## src/common/power_control_pkg.sv

```systemverilog
// Purpose: shared constants and types for the module power controller
// Assumes: 125 MHz system clock, one clock domain
// Notes: times are kept in their own unit, cycle counts derive from them
package power_control_pkg;

  localparam int unsigned CLK_HZ = 125000000;
  // standby monitoring window, seconds
  localparam int unsigned STBY_WINDOW_S = 30;
  // slow timebase tick period, microseconds
  localparam int unsigned TICK_US = 1000;
  localparam int unsigned TICK_CYCLES = (CLK_HZ / 1000000) * TICK_US;
  // window length in ticks (ms)
  localparam int unsigned STBY_WINDOW_TICKS = STBY_WINDOW_S * (1000000 / TICK_US);
  // tach pulses per revolution
  localparam int unsigned TACH_PULSES_PER_REV = 2;
  // rpm gate: one second of ticks, rpm = pulses * 60 / pulses per rev
  localparam int unsigned RPM_GATE_TICKS = 1000000 / TICK_US;
  localparam int unsigned RPM_SCALE = 60 / TACH_PULSES_PER_REV;

  // restore policy encodings
  localparam logic [1:0] POLICY_REMAIN_OFF = 2'h0;
  localparam logic [1:0] POLICY_TURN_ON = 2'h1;
  localparam logic [1:0] POLICY_LAST_STATE = 2'h2;

  // sleep state encodings
  localparam logic [1:0] SLEEP_S3 = 2'h0;
  localparam logic [1:0] SLEEP_S4 = 2'h1;
  localparam logic [1:0] SLEEP_S5 = 2'h2;

  typedef enum logic [2:0] {
    PWR_OFF = 3'h0,
    PWR_SEQ = 3'h1,
    PWR_ON = 3'h2,
    PWR_SLEEP = 3'h3,
    PWR_DEEP = 3'h4,
    PWR_SOFTOFF_E = 3'h5
  } pwr_state_t;

  // persistent record kept in always-on storage
  typedef struct packed {
    logic lastOn;
    logic acLoss;
    logic cleanOff;
  } persist_t;

  // host side requests
  typedef struct packed {
    logic sleepReq;
    logic [1:0] sleepKind;
    logic deepReq;
    logic enhOffReq;
    logic shutdownReq;
    logic wakeEvent;
  } host_req_t;

endpackage : power_control_pkg

```

## src/core/module_power_control.sv

```systemverilog
// Purpose: module power sequencing, power loss policy and fan control
// Assumes: pins other than standbyPresent pass two flip-flops; persist record held in always-on storage
// Notes: standby monitoring window is timed by a slow tick from a divider
`timescale 1ns/1ps
// Contract
// - hold module reset while power-good low
// - power-good high permits onboard sequencing
// - floating power-good reads as released
// - supply-on request driven active low
// - button low requests power toggle
// - deep sleep answers only limited wakes
// - deep sleep wake returns to entry state
// - standby stable thirty seconds means clean off
// - standby lost within window means AC loss
// - standby return applies selected restore policy
// - monitoring only under last-state policy
// - early loss may record last state on
// - no standby rail disables restore policy
// - fan speed by pulse width modulation
// - rpm from two tach pulses per revolution
// - enhanced soft-off keeps only exit logic
module module_power_control #(
  parameter int unsigned WINDOW_TICKS = power_control_pkg::STBY_WINDOW_TICKS,
  parameter int unsigned TICK_CYCLES = power_control_pkg::TICK_CYCLES
) (
  // clock and reset
  input wire logic clk,
  input wire logic rst,
  // carrier pins
  input wire logic powerGoodInput,
  input wire logic powerButton_n,
  input wire logic standbyRail,
  input wire logic standbyPresent,
  input wire logic fanSpeedPulseIn,
  output logic supplyOnRequest_n,
  output logic moduleReset_n,
  output logic fanDrivePwm,
  // configuration and host requests
  input wire logic [1:0] restorePolicy,
  input wire logic [7:0] fanDuty,
  input wire power_control_pkg::host_req_t hostReq,
  // persistent record
  input wire power_control_pkg::persist_t persistIn,
  output power_control_pkg::persist_t persistOut,
  output logic persistWrite,
  // status
  output power_control_pkg::pwr_state_t powerState,
  output logic [1:0] sleepEntry,
  output logic monitoring,
  output logic [15:0] fanRpm
);

  initial begin
    if (WINDOW_TICKS < 2 || TICK_CYCLES < 2) $error("module_power_control: counts too small");
  end

  // ==========================================
  // pin synchronisers
  logic [3:0] syncA_reg, syncB_reg;
  always_ff @(posedge clk) begin
    if (rst) begin
      // pulled-up pins idle high, the tach pin idles low: no false edge after reset
      syncA_reg <= 4'hE;
      syncB_reg <= 4'hE;
    end else begin
      syncA_reg <= {powerGoodInput, powerButton_n, standbyRail, fanSpeedPulseIn};
      syncB_reg <= syncA_reg;
    end
  end
  // the pin sees a pulled-up level when floated, so float counts as released
  logic pgood, btn_n, stby, tach;
  assign pgood = syncB_reg[3];
  assign btn_n = syncB_reg[2];
  assign stby = syncB_reg[1];
  assign tach = syncB_reg[0];

  // ==========================================
  // timebase divider
  logic [31:0] div_reg, div_next;
  logic tick;
  always_comb begin
    div_next = (div_reg == TICK_CYCLES - 1) ? 32'h00000000 : div_reg + 32'h00000001;
  end
  assign tick = (div_reg == TICK_CYCLES - 1);
  always_ff @(posedge clk) begin
    if (rst) div_reg <= 32'h00000000;
    else div_reg <= div_next;
  end

  // ==========================================
  // power state machine
  power_control_pkg::pwr_state_t st_reg, st_next;
  logic [1:0] entry_reg, entry_next;
  logic btnPrev_reg, btnPrev_next;
  logic mon_reg, mon_next;
  logic [31:0] win_reg, win_next;
  logic restored_reg, restored_next;
  power_control_pkg::persist_t rec_reg, rec_next;
  logic pwrite_next, pwrite_reg;
  logic btnPress;

  assign btnPress = !btn_n && btnPrev_reg;

  always_comb begin
    st_next = st_reg;
    entry_next = entry_reg;
    btnPrev_next = btn_n;
    mon_next = mon_reg;
    win_next = win_reg;
    restored_next = restored_reg;
    rec_next = rec_reg;
    pwrite_next = 1'b0;
    // power-loss policy once, in the first cycle after reset, only if standby is present then
    if (!restored_reg) begin
      restored_next = 1'b1;
      rec_next = persistIn;
      if (standbyPresent && pgood) begin
        case (restorePolicy)
          power_control_pkg::POLICY_TURN_ON: st_next = power_control_pkg::PWR_SEQ;
          power_control_pkg::POLICY_LAST_STATE: begin
            if (persistIn.lastOn) st_next = power_control_pkg::PWR_SEQ;
          end
          default: st_next = power_control_pkg::PWR_OFF;
        endcase
      end
    end else begin
      case (st_reg)
        power_control_pkg::PWR_OFF: begin
          // the supply must come up before power-good can rise, so the press alone starts it
          if (btnPress) st_next = power_control_pkg::PWR_SEQ;
        end
        power_control_pkg::PWR_SEQ: begin
          if (pgood) begin
            st_next = power_control_pkg::PWR_ON;
            rec_next.lastOn = 1'b1;
            pwrite_next = 1'b1;
          end
        end
        power_control_pkg::PWR_ON: begin
          if (hostReq.shutdownReq || btnPress) begin
            st_next = power_control_pkg::PWR_OFF;
            entry_next = power_control_pkg::SLEEP_S5;
            if (restorePolicy == power_control_pkg::POLICY_LAST_STATE && standbyPresent) begin
              mon_next = 1'b1;
              win_next = 32'h00000000;
            end
          end else if (hostReq.sleepReq) begin
            st_next = hostReq.deepReq ? power_control_pkg::PWR_DEEP : power_control_pkg::PWR_SLEEP;
            entry_next = hostReq.sleepKind;
          end else if (hostReq.enhOffReq) begin
            st_next = power_control_pkg::PWR_SOFTOFF_E;
            entry_next = power_control_pkg::SLEEP_S5;
          end
        end
        power_control_pkg::PWR_SLEEP: begin
          if (hostReq.deepReq) st_next = power_control_pkg::PWR_DEEP;
          else if (btnPress || hostReq.wakeEvent) st_next = power_control_pkg::PWR_SEQ;
        end
        power_control_pkg::PWR_DEEP: begin
          // only button and the wake line are heard here
          if (btnPress || hostReq.wakeEvent) begin
            st_next = (entry_reg == power_control_pkg::SLEEP_S3) ? power_control_pkg::PWR_SLEEP
                                                                 : power_control_pkg::PWR_OFF;
          end
        end
        power_control_pkg::PWR_SOFTOFF_E: begin
          if (btnPress) st_next = power_control_pkg::PWR_SEQ;
        end
        default: st_next = power_control_pkg::PWR_OFF;
      endcase
      // standby monitoring window
      if (mon_reg) begin
        if (!stby) begin
          // loss inside the window leaves lastOn as it was, which may still read on
          mon_next = 1'b0;
          rec_next.acLoss = 1'b1;
          rec_next.cleanOff = 1'b0;
          pwrite_next = 1'b1;
        end else if (tick) begin
          if (win_reg == WINDOW_TICKS - 1) begin
            mon_next = 1'b0;
            rec_next.cleanOff = 1'b1;
            rec_next.acLoss = 1'b0;
            rec_next.lastOn = 1'b0;
            pwrite_next = 1'b1;
          end else begin
            win_next = win_reg + 32'h00000001;
          end
        end
      end
    end
    // power-good lost while on: back to sequencing with the module held in reset
    // sleep states keep their state, as power-good drops there with the main supply
    if (!pgood && st_next == power_control_pkg::PWR_ON) st_next = power_control_pkg::PWR_SEQ;
  end

  always_ff @(posedge clk) begin
    if (rst) begin
      st_reg <= power_control_pkg::PWR_OFF;
      entry_reg <= power_control_pkg::SLEEP_S5;
      btnPrev_reg <= 1'b1;
      mon_reg <= 1'b0;
      win_reg <= 32'h00000000;
      restored_reg <= 1'b0;
      rec_reg <= '0;
      pwrite_reg <= 1'b0;
    end else begin
      st_reg <= st_next;
      entry_reg <= entry_next;
      btnPrev_reg <= btnPrev_next;
      mon_reg <= mon_next;
      win_reg <= win_next;
      restored_reg <= restored_next;
      rec_reg <= rec_next;
      pwrite_reg <= pwrite_next;
    end
  end

  // ==========================================
  // outputs
  logic reset_n_reg, supply_n_reg;
  always_ff @(posedge clk) begin
    if (rst) begin
      reset_n_reg <= 1'b0;
      supply_n_reg <= 1'b1;
    end else begin
      reset_n_reg <= pgood && (st_next == power_control_pkg::PWR_ON);
      supply_n_reg <= !(st_next == power_control_pkg::PWR_SEQ || st_next == power_control_pkg::PWR_ON);
    end
  end

  assign moduleReset_n = reset_n_reg;
  assign supplyOnRequest_n = supply_n_reg;
  assign persistOut = rec_reg;
  assign persistWrite = pwrite_reg;
  assign powerState = st_reg;
  assign sleepEntry = entry_reg;
  assign monitoring = mon_reg;

  fan_control #(.PWM_BITS(8), .RPM_BITS(16)) fan (
    .clk(clk),
    .rst(rst),
    .tick(tick),
    .duty(fanDuty),
    .tachSync(tach),
    .fanPwm(fanDrivePwm),
    .rpm(fanRpm)
  );

  // ==========================================
  // checks
  reset_hold_a: assert property (@(posedge clk) disable iff (rst) !pgood |=> !moduleReset_n)
    else $error("module left reset while power-good low");
  supply_on_a: assert property (@(posedge clk) disable iff (rst)
    (powerState == power_control_pkg::PWR_ON) |-> !supplyOnRequest_n)
    else $error("supply request high while on");
  seq_gate_a: assert property (@(posedge clk) disable iff (rst)
    (powerState == power_control_pkg::PWR_SEQ && !pgood) |=> powerState != power_control_pkg::PWR_ON)
    else $error("sequencing advanced without power-good");
  deep_wake_a: assert property (@(posedge clk) disable iff (rst)
    (powerState == power_control_pkg::PWR_DEEP && !btnPress && !hostReq.wakeEvent && pgood)
    |=> powerState == power_control_pkg::PWR_DEEP)
    else $error("deep sleep left without wake event");
  deep_resume_a: assert property (@(posedge clk) disable iff (rst)
    (powerState == power_control_pkg::PWR_DEEP && sleepEntry == power_control_pkg::SLEEP_S3 && pgood
     && (btnPress || hostReq.wakeEvent)) |=> powerState == power_control_pkg::PWR_SLEEP)
    else $error("deep sleep did not resume to entry state");
  ac_loss_a: assert property (@(posedge clk) disable iff (rst)
    (monitoring && !stby) |=> (!monitoring && persistOut.acLoss && persistWrite))
    else $error("standby loss not classified as power loss");
  mon_policy_a: assert property (@(posedge clk) disable iff (rst)
    $rose(monitoring) |-> restorePolicy == power_control_pkg::POLICY_LAST_STATE)
    else $error("monitoring outside last-state policy");
  no_stby_a: assert property (@(posedge clk) disable iff (rst)
    (!restored_reg && !standbyPresent) |=> powerState == power_control_pkg::PWR_OFF)
    else $error("restore policy acted without standby");
  win_restart_a: assert property (@(posedge clk) disable iff (rst)
    $rose(monitoring) |-> win_reg == 32'h00000000)
    else $error("window counter not restarted");

endmodule : module_power_control

```

## src/core/fan_control.sv

```systemverilog
// Purpose: fan pwm drive and tach based rpm measurement
// Assumes: tach input already synchronised; tick is a one-cycle enable
// Notes: rpm assumes two tach pulses per revolution
`timescale 1ns/1ps
module fan_control #(
  parameter int unsigned PWM_BITS = 8,
  parameter int unsigned RPM_BITS = 16
) (
  // clock and reset
  input wire logic clk,
  input wire logic rst,
  // control
  input wire logic tick,
  input wire logic [PWM_BITS-1:0] duty,
  input wire logic tachSync,
  // outputs
  output logic fanPwm,
  output logic [RPM_BITS-1:0] rpm
);

  initial begin
    if (PWM_BITS < 2 || RPM_BITS < 8) $error("fan_control: width too small");
  end

  logic [PWM_BITS-1:0] phase_reg, phase_next;
  logic pwm_reg, pwm_next;
  logic tachPrev_reg, tachPrev_next;
  logic [RPM_BITS-1:0] pulses_reg, pulses_next;
  logic [RPM_BITS-1:0] rpm_reg, rpm_next;
  logic [15:0] gate_reg, gate_next;

  // ==========================================
  // pwm and tach counting
  always_comb begin
    phase_next = phase_reg + 1'b1;
    pwm_next = (phase_reg < duty);
    tachPrev_next = tachSync;
    pulses_next = pulses_reg;
    rpm_next = rpm_reg;
    gate_next = gate_reg;
    if (tachSync && !tachPrev_reg) begin
      pulses_next = pulses_reg + 1'b1;
    end
    if (tick) begin
      if (gate_reg == 16'(power_control_pkg::RPM_GATE_TICKS - 1)) begin
        gate_next = 16'h0000;
        rpm_next = RPM_BITS'(pulses_next * power_control_pkg::RPM_SCALE);
        pulses_next = '0;
      end else begin
        gate_next = gate_reg + 16'h0001;
      end
    end
  end

  always_ff @(posedge clk) begin
    if (rst) begin
      phase_reg <= '0;
      pwm_reg <= 1'b0;
      tachPrev_reg <= 1'b0;
      pulses_reg <= '0;
      rpm_reg <= '0;
      gate_reg <= 16'h0000;
    end else begin
      phase_reg <= phase_next;
      pwm_reg <= pwm_next;
      tachPrev_reg <= tachPrev_next;
      pulses_reg <= pulses_next;
      rpm_reg <= rpm_next;
      gate_reg <= gate_next;
    end
  end

  assign fanPwm = pwm_reg;
  assign rpm = rpm_reg;

  fan_off_a: assert property (@(posedge clk) disable iff (rst) (duty == '0) |=> !fanPwm)
    else $error("fan drive high with zero duty");

endmodule : fan_control

```

## config.mk

```make
export PLATFORM = sky130hd
export DESIGN_NAME = module_power_control
export DESIGN_NICKNAME = d
export VERILOG_FILES = /design/src/common/power_control_pkg.sv /design/src/core/module_power_control.sv /design/src/core/fan_control.sv
export SDC_FILE = /design/constraint.sdc
export NUM_CORES = 1
export LEC_CHECK = 0
export BUFFER_PORTS_ARGS = -buffer_cell sky130_fd_sc_hd__buf_2
export CORE_ASPECT_RATIO = 0.6
export CORE_MARGIN = 2
export CORE_UTILIZATION = 35
export DETAILED_ROUTE_END_ITERATION = 8
export PLACE_DENSITY = 0.54
export RECOVER_POWER = 25
export SYNTH_ARGS = -nofsm -noshare
export SYNTH_HDL_FRONTEND = slang
export SYNTH_SLANG_ARGS = --single-unit
```

## constraint.sdc

```tcl
create_clock -name clk -period 8.5 [get_ports clk]
set_clock_uncertainty 0.05 [all_clocks]
set_input_delay 2.55 -clock clk [delete_from_list [all_inputs] [get_ports clk]]
set_output_delay 2.55 -clock clk [all_outputs]
set_load 0.05 [all_outputs]
```

* Yosys cells after proc, flatten, opt, wreduce, memory -nomap -nowiden
Cells that the tools add are included.
Storage, ports and cells: register bits 143, bits of input ports 27
Cells by class: $add $sub $neg 5, multipliers 1, $lt $le $gt $ge 1, equal/unequal tests 16, multiplexer cells 52, bitwise operators 1, reduce and logical (&&, ||, !) cells 22
Operators by type and width (count):
- 2-to-1 mux 32 bit | 7
- adder 32 x 1 -> 32 bit (second input constant) | 2
- 2-to-1 mux 16 bit | 4
- 2-to-1 mux 3 bit | 17
- adder 16 x 1 -> 16 bit (second input constant) | 2
- == test 32 x 15 -> 1 bit (second input constant) | 1
- == test 32 x 17 -> 1 bit (second input constant) | 1
- 2-to-1 mux 1 bit | 17
- == test 16 x 10 -> 1 bit (second input constant) | 1
- multiplier 16 x 4 -> 15 bit (second input constant) | 1
- case mux 3 bit (5 select lines) | 1
- == test 3 x 2 -> 1 bit (second input constant) | 4
- 2-to-1 mux 2 bit | 5
- adder 8 x 1 -> 8 bit (second input constant) | 1
- less-than comparator 8 bit | 1
- == test 3 x 1 -> 1 bit (second input constant) | 2
- == test 3 bit (second input constant) | 2
- logical AND 1 bit | 6
- inequality test 3 x 2 -> 1 bit (second input constant) | 2
- case mux 3 bit (2 select lines) | 1
- AND reduction 3 bit | 2
- OR reduction 2 bit | 3
- zero test 1 bit | 4
- zero test 3 bit | 1
- 8 further kinds | 10

* Logic depth before layout (Yosys ltp)
word-level depth 13, gate-level depth with buffers 17, gate-level depth less buffers 16

* Hierarchy
A second synthesis with hierarchy kept.
Unflattened totals: cell total of the unflattened synthesis 942, area, all modules 8054.0 um2
By module, submodules not included:
- module_power_control | times used 1, cells an instance 525, area each 4361.7 um2, seq. area each 1721.7 um2
- fan_control | times used 1, cells an instance 417, area each 3692.3 um2, seq. area each 1121.1 um2

* Worst setup path after synthesis
Ideal clock, no wire load.
path type register to register, start point register fan.pulses_reg[0], end point register fan.rpm_reg[14] (netlist: fan.rpm[14]), setup time 0.125 ns, data arrival time 3.842 ns, required time 8.325 ns, setup slack 4.483 ns, cell stages (with the launch flop) 16, path buffers 1, clock period less this slack 4.017 ns, cells stage by stage dfxtp_1 > ha_1 > clkbuf_1 > nand2_1 > xor2_1 > inv_1 > fa_1 > fa_1 > ha_1 > a211o_1 > a21oi_1 > o21ai_0 > a41oi_1 > nor4b_1 > or3_1 > nand3_1
Between the ends: cells in the longest elaborated chain, start to end 3
Ends and longest elaborated chain:
- start, declared | RTL line fan_control.sv:28 | logic [RPM_BITS-1:0] pulses_reg, pulses_next;
- start signal, assigned | RTL line fan_control.sv:67 | pulses_reg <= pulses_next;
- adder 16 x 1 -> 16 bit | RTL line fan_control.sv:42 | pulses_next = pulses_reg + 1'b1;
- 2-to-1 mux 16 bit * | RTL line fan_control.sv:41 | if (tachSync && !tachPrev_reg) begin
- multiplier 16 x 4 -> 15 bit * | RTL line fan_control.sv:47 | rpm_next = RPM_BITS'(pulses_next * power_control_pkg::RPM_SCALE);
- end signal, assigned | RTL line fan_control.sv:68 | rpm_reg <= rpm_next;
- end, declared | RTL line fan_control.sv:29 | logic [RPM_BITS-1:0] rpm_reg, rpm_next;
Mark *: on every way between the ends. The rest lies on a longest branch, timed or not. A chain may end at the register's enable or synchronous reset.

==> results.txt <==
status: complete, but fails checks
failing checks: capacitance limit, slew limit
Syn-to-layout area delta: 13.87%
drt wl/cell: 14.50 um
CTS buffer count: 17
slowest CP cell: clkbuf_1
CP bufs+invs: 2
I/O Buffers: 54
Placer Congestion: 0.8037
# DRC: 0
Worst path max stage delay: 2460 ps
global-route wire length before repair: 32.50 mm
top post-synthesis cells by area: dfxtp_1 36%, nor2_1 6.0%, ha_1 4.7%, xnor2_1 4.6%, xor2_1 4.6%
hold_buf cts: 0
DR pass1 iterations: 6
# diodes: 0
CTS Sinks: 142
total negative slack: 0 ps
Die Y: 121.1 um
CTS tree: built
met3 Track Usage GR: 0.03835
met2 Track Usage GR: 0.2195
Site Rows: 42
worst path cell trace: clkbuf_1 > clkbuf_1 > nor2_1 > a32o_1 > a21o_1
later-pin clock latency in the skew report: 430 ps
Yosys reg bits: 142
Final Hold Fails: 0
sequential cell area fraction in the yosys report: 0.3552
Worst EP required: 8770 ps
design area: 0.009112 mm^2
HP Start: syncA_reg[1]
setup slack, reg-to-reg: 3880 ps
R2R cell count: 14
Core Area: 0.02223 mm^2
CP Capture Type: flip-flop
cell mode on critical path: clkbuf_1
Async SR Flop Fraction: 0
total number of vias: 6,953
combinational power share: 0.044
worst reg2reg startpoint: fan.pulses_reg[0]
Yosys top cell by area: dfxtp_1
number of DRC markers in iteration 0: 580
Setup-failing EPs final: 0
vias in the first global route: 6,265
syn_nets: 1,062
GR peak layer: met1
Die Width: 199.2 um
fmax: 167.7 MHz
I/O pins: 56
top-count cell post-synth: dfxtp_1
Worst EP arrival: 6230 ps
Die Footprint: 0.02413 mm^2
largest net degree at the start of global routing: 76
dpl hpwl: 14.11 mm
Power Internal: 1.153 mW
Reg2Reg Capture Point: fan.rpm[15]
DP Area: 0.008526 mm^2
CP max FO: 75
share of cells above drive strength 1: 0.09100
Final period util: 0.7015
Synth warnings: 0
Crit Path Category: in -> reg
Rel. slew slack: -1.322
Setup Buffers After CTS: 0
gr usage total: 0.1698
Reg clk slew, reported paths: 60 ps
MaxCap Viol Count: 1
met1 GRT Util: 0.2718
Detail Route Antenna Nets: 0
shortest period the worst path allows: 5963 ps
total wire length: 19.60 mm
CP startpoint kind: primary input
Synth Flop Type: dfxtp_1
CTS Root Cell: clkbuf_16
NetSw: 0.3564 mW
CTS Buffer Depth: 2
GRT overflow: 0
Post-Syn Instances: 991
worst hold path depth: 1
fin nets: 1,102
post-synth cell types: 70
Power Density: 165.7 mW/mm^2
top cell type's share of synthesized area: 0.3552
H-tree depth: 4
Post-synth top cells: 142 x dfxtp_1, 127 x nor2_1, 94 x nand2_1, 56 x nand3_1, 53 x inv_1
Clock Power Share: 0.507
delay-heaviest family, CP: buffers and inverters
EDFF count, synth: 0
hold crit path type: reg -> reg
WHS Endpoint: syncB_reg[1]
initial antenna violation count: 0
RSZ-0062 raised after global routing: no
worst slew pin tran: 3484 ps
Syn Std Cell Area: 0.008003 mm^2
VDD IR-drop max: 0.1393 mV
Leakage: 3.567 nW
Via density: 5.143
switch share: 0.2361
final slew viol count: 76
sequential power share: 0.449
Post-Syn Area per Cell: 8.075 um^2
post_cts resized: 0
Initial Util: 0.3600
-- layout make-up --
class                           count  area [um^2]
Sequential cell                   142         2843
Timing Repair Buffer               59        291.5
Clock buffer                       21        470.5
Multi-Input combinational cell    757         4787
Inverter                           54        202.7
Tap cell                          308        385.4
Clock inverter                     11        132.6
Fill cell                        2288        13120
-- per-layer routing --
metal / share of wire / up-vias
met5: 0 / -
met4: 0.0098 / 0
met3: 0.062 / 18
met2: 0.36 / 184
met1: 0.57 / 3206
li1: - / 3545
-- worst max path at each step --
stage / start / to / slack, ps / cells past startpoint
6_report: rst / win_reg[29] / 2540 / 5
5_1_grt: rst / win_reg[29] / 2150 / 5
4_1_cts: fan.pulses_reg[0] / fan.rpm[15] / 4010 / 14
3_5_place_dp: rst / div_reg[30] / 4010 / 4
3_3_place_gp: rst / fan.pulses_reg[6] / 3920 / 4
2_1_floorplan: fan.pulses_reg[0] / fan.rpm[14] / 4480 / 15
-- power groups by stage --
stage | clock network, mW | registers, mW | logic [mW]
3_5_place_dp | 0 | 0.693 | 0.0668
6_report | 0.765 | 0.678 | 0.0662
4_1_cts | 0.787 | 0.678 | 0.0671
3_3_place_gp | 0 | 0.693 | 0.0674
5_1_grt | 0.813 | 0.679 | 0.0742
2_1_floorplan | 0 | 0.699 | 0.0400
-- cells by family (layout without fill, tap and decap cells) --
logic type               after synthesis  after routing  synth area share
AND/OR/NAND/NOR                      437            437            0.2677
adder cells (fa/ha/maj)               49             49           0.08818
flip-flops                           142            142            0.3552
buffers and inverters                 92            145           0.04659
AO/OA/AOI/OAI                        181            181            0.1435
multiplexers                           5              5          0.006410
other                                  1              1         0.0004686
XOR/XNOR                              84             84           0.09193
-- cells in the final DEF (no fill, tap or decap), types with 4 or more instances in the layout --
cell	netlist	routed
or3_1	15	15
xor2_1	42	42
a211oi_1	14	14
nand2_1	94	94
o21ai_0	42	42
or2_2	9	9
ha_1	30	30
clkinv_4	0	4
a21o_1	10	10
a31oi_1	8	8
clkbuf_1	29	12
nor4_1	16	16
a22oi_1	10	10
inv_1	53	53
a21oi_1	51	51
xnor2_1	42	42
o31ai_1	9	9
buf_4	1	4
nand3_1	56	56
clkbuf_16	0	17
mux2i_1	4	4
maj3_1	5	5
nand2b_1	5	5
or4_1	5	5
o21a_1	4	4
and2_1	8	8
dfxtp_1	142	142
nor2_1	127	127
nor3_1	21	21
nand4_1	24	24
nor2b_1	17	17
fa_1	14	14
a41oi_1	5	5
buf_2	5	44
and3_1	22	22
-- metrics by stage --
stage | setup slack (ps) | total power, mW | util | cells | hold slack, ps
2_1_floorplan | 4483 | 0.7386 | - | 991 | 339.5
3_3_place_gp | 3922 | 0.7603 | 0.3835 | 1320 | 345.1
3_5_place_dp | 4012 | 0.7597 | 0.3835 | 1320 | 347.7
4_1_cts | 4013 | 1.532 | 0.4107 | 1352 | 362.0
5_1_grt | 2148 | 1.567 | 0.4099 | 1352 | 377.3
6_report | 2537 | 1.510 | 0.4099 | 1352 | 359.8
(Power assumes the default switching activity.)
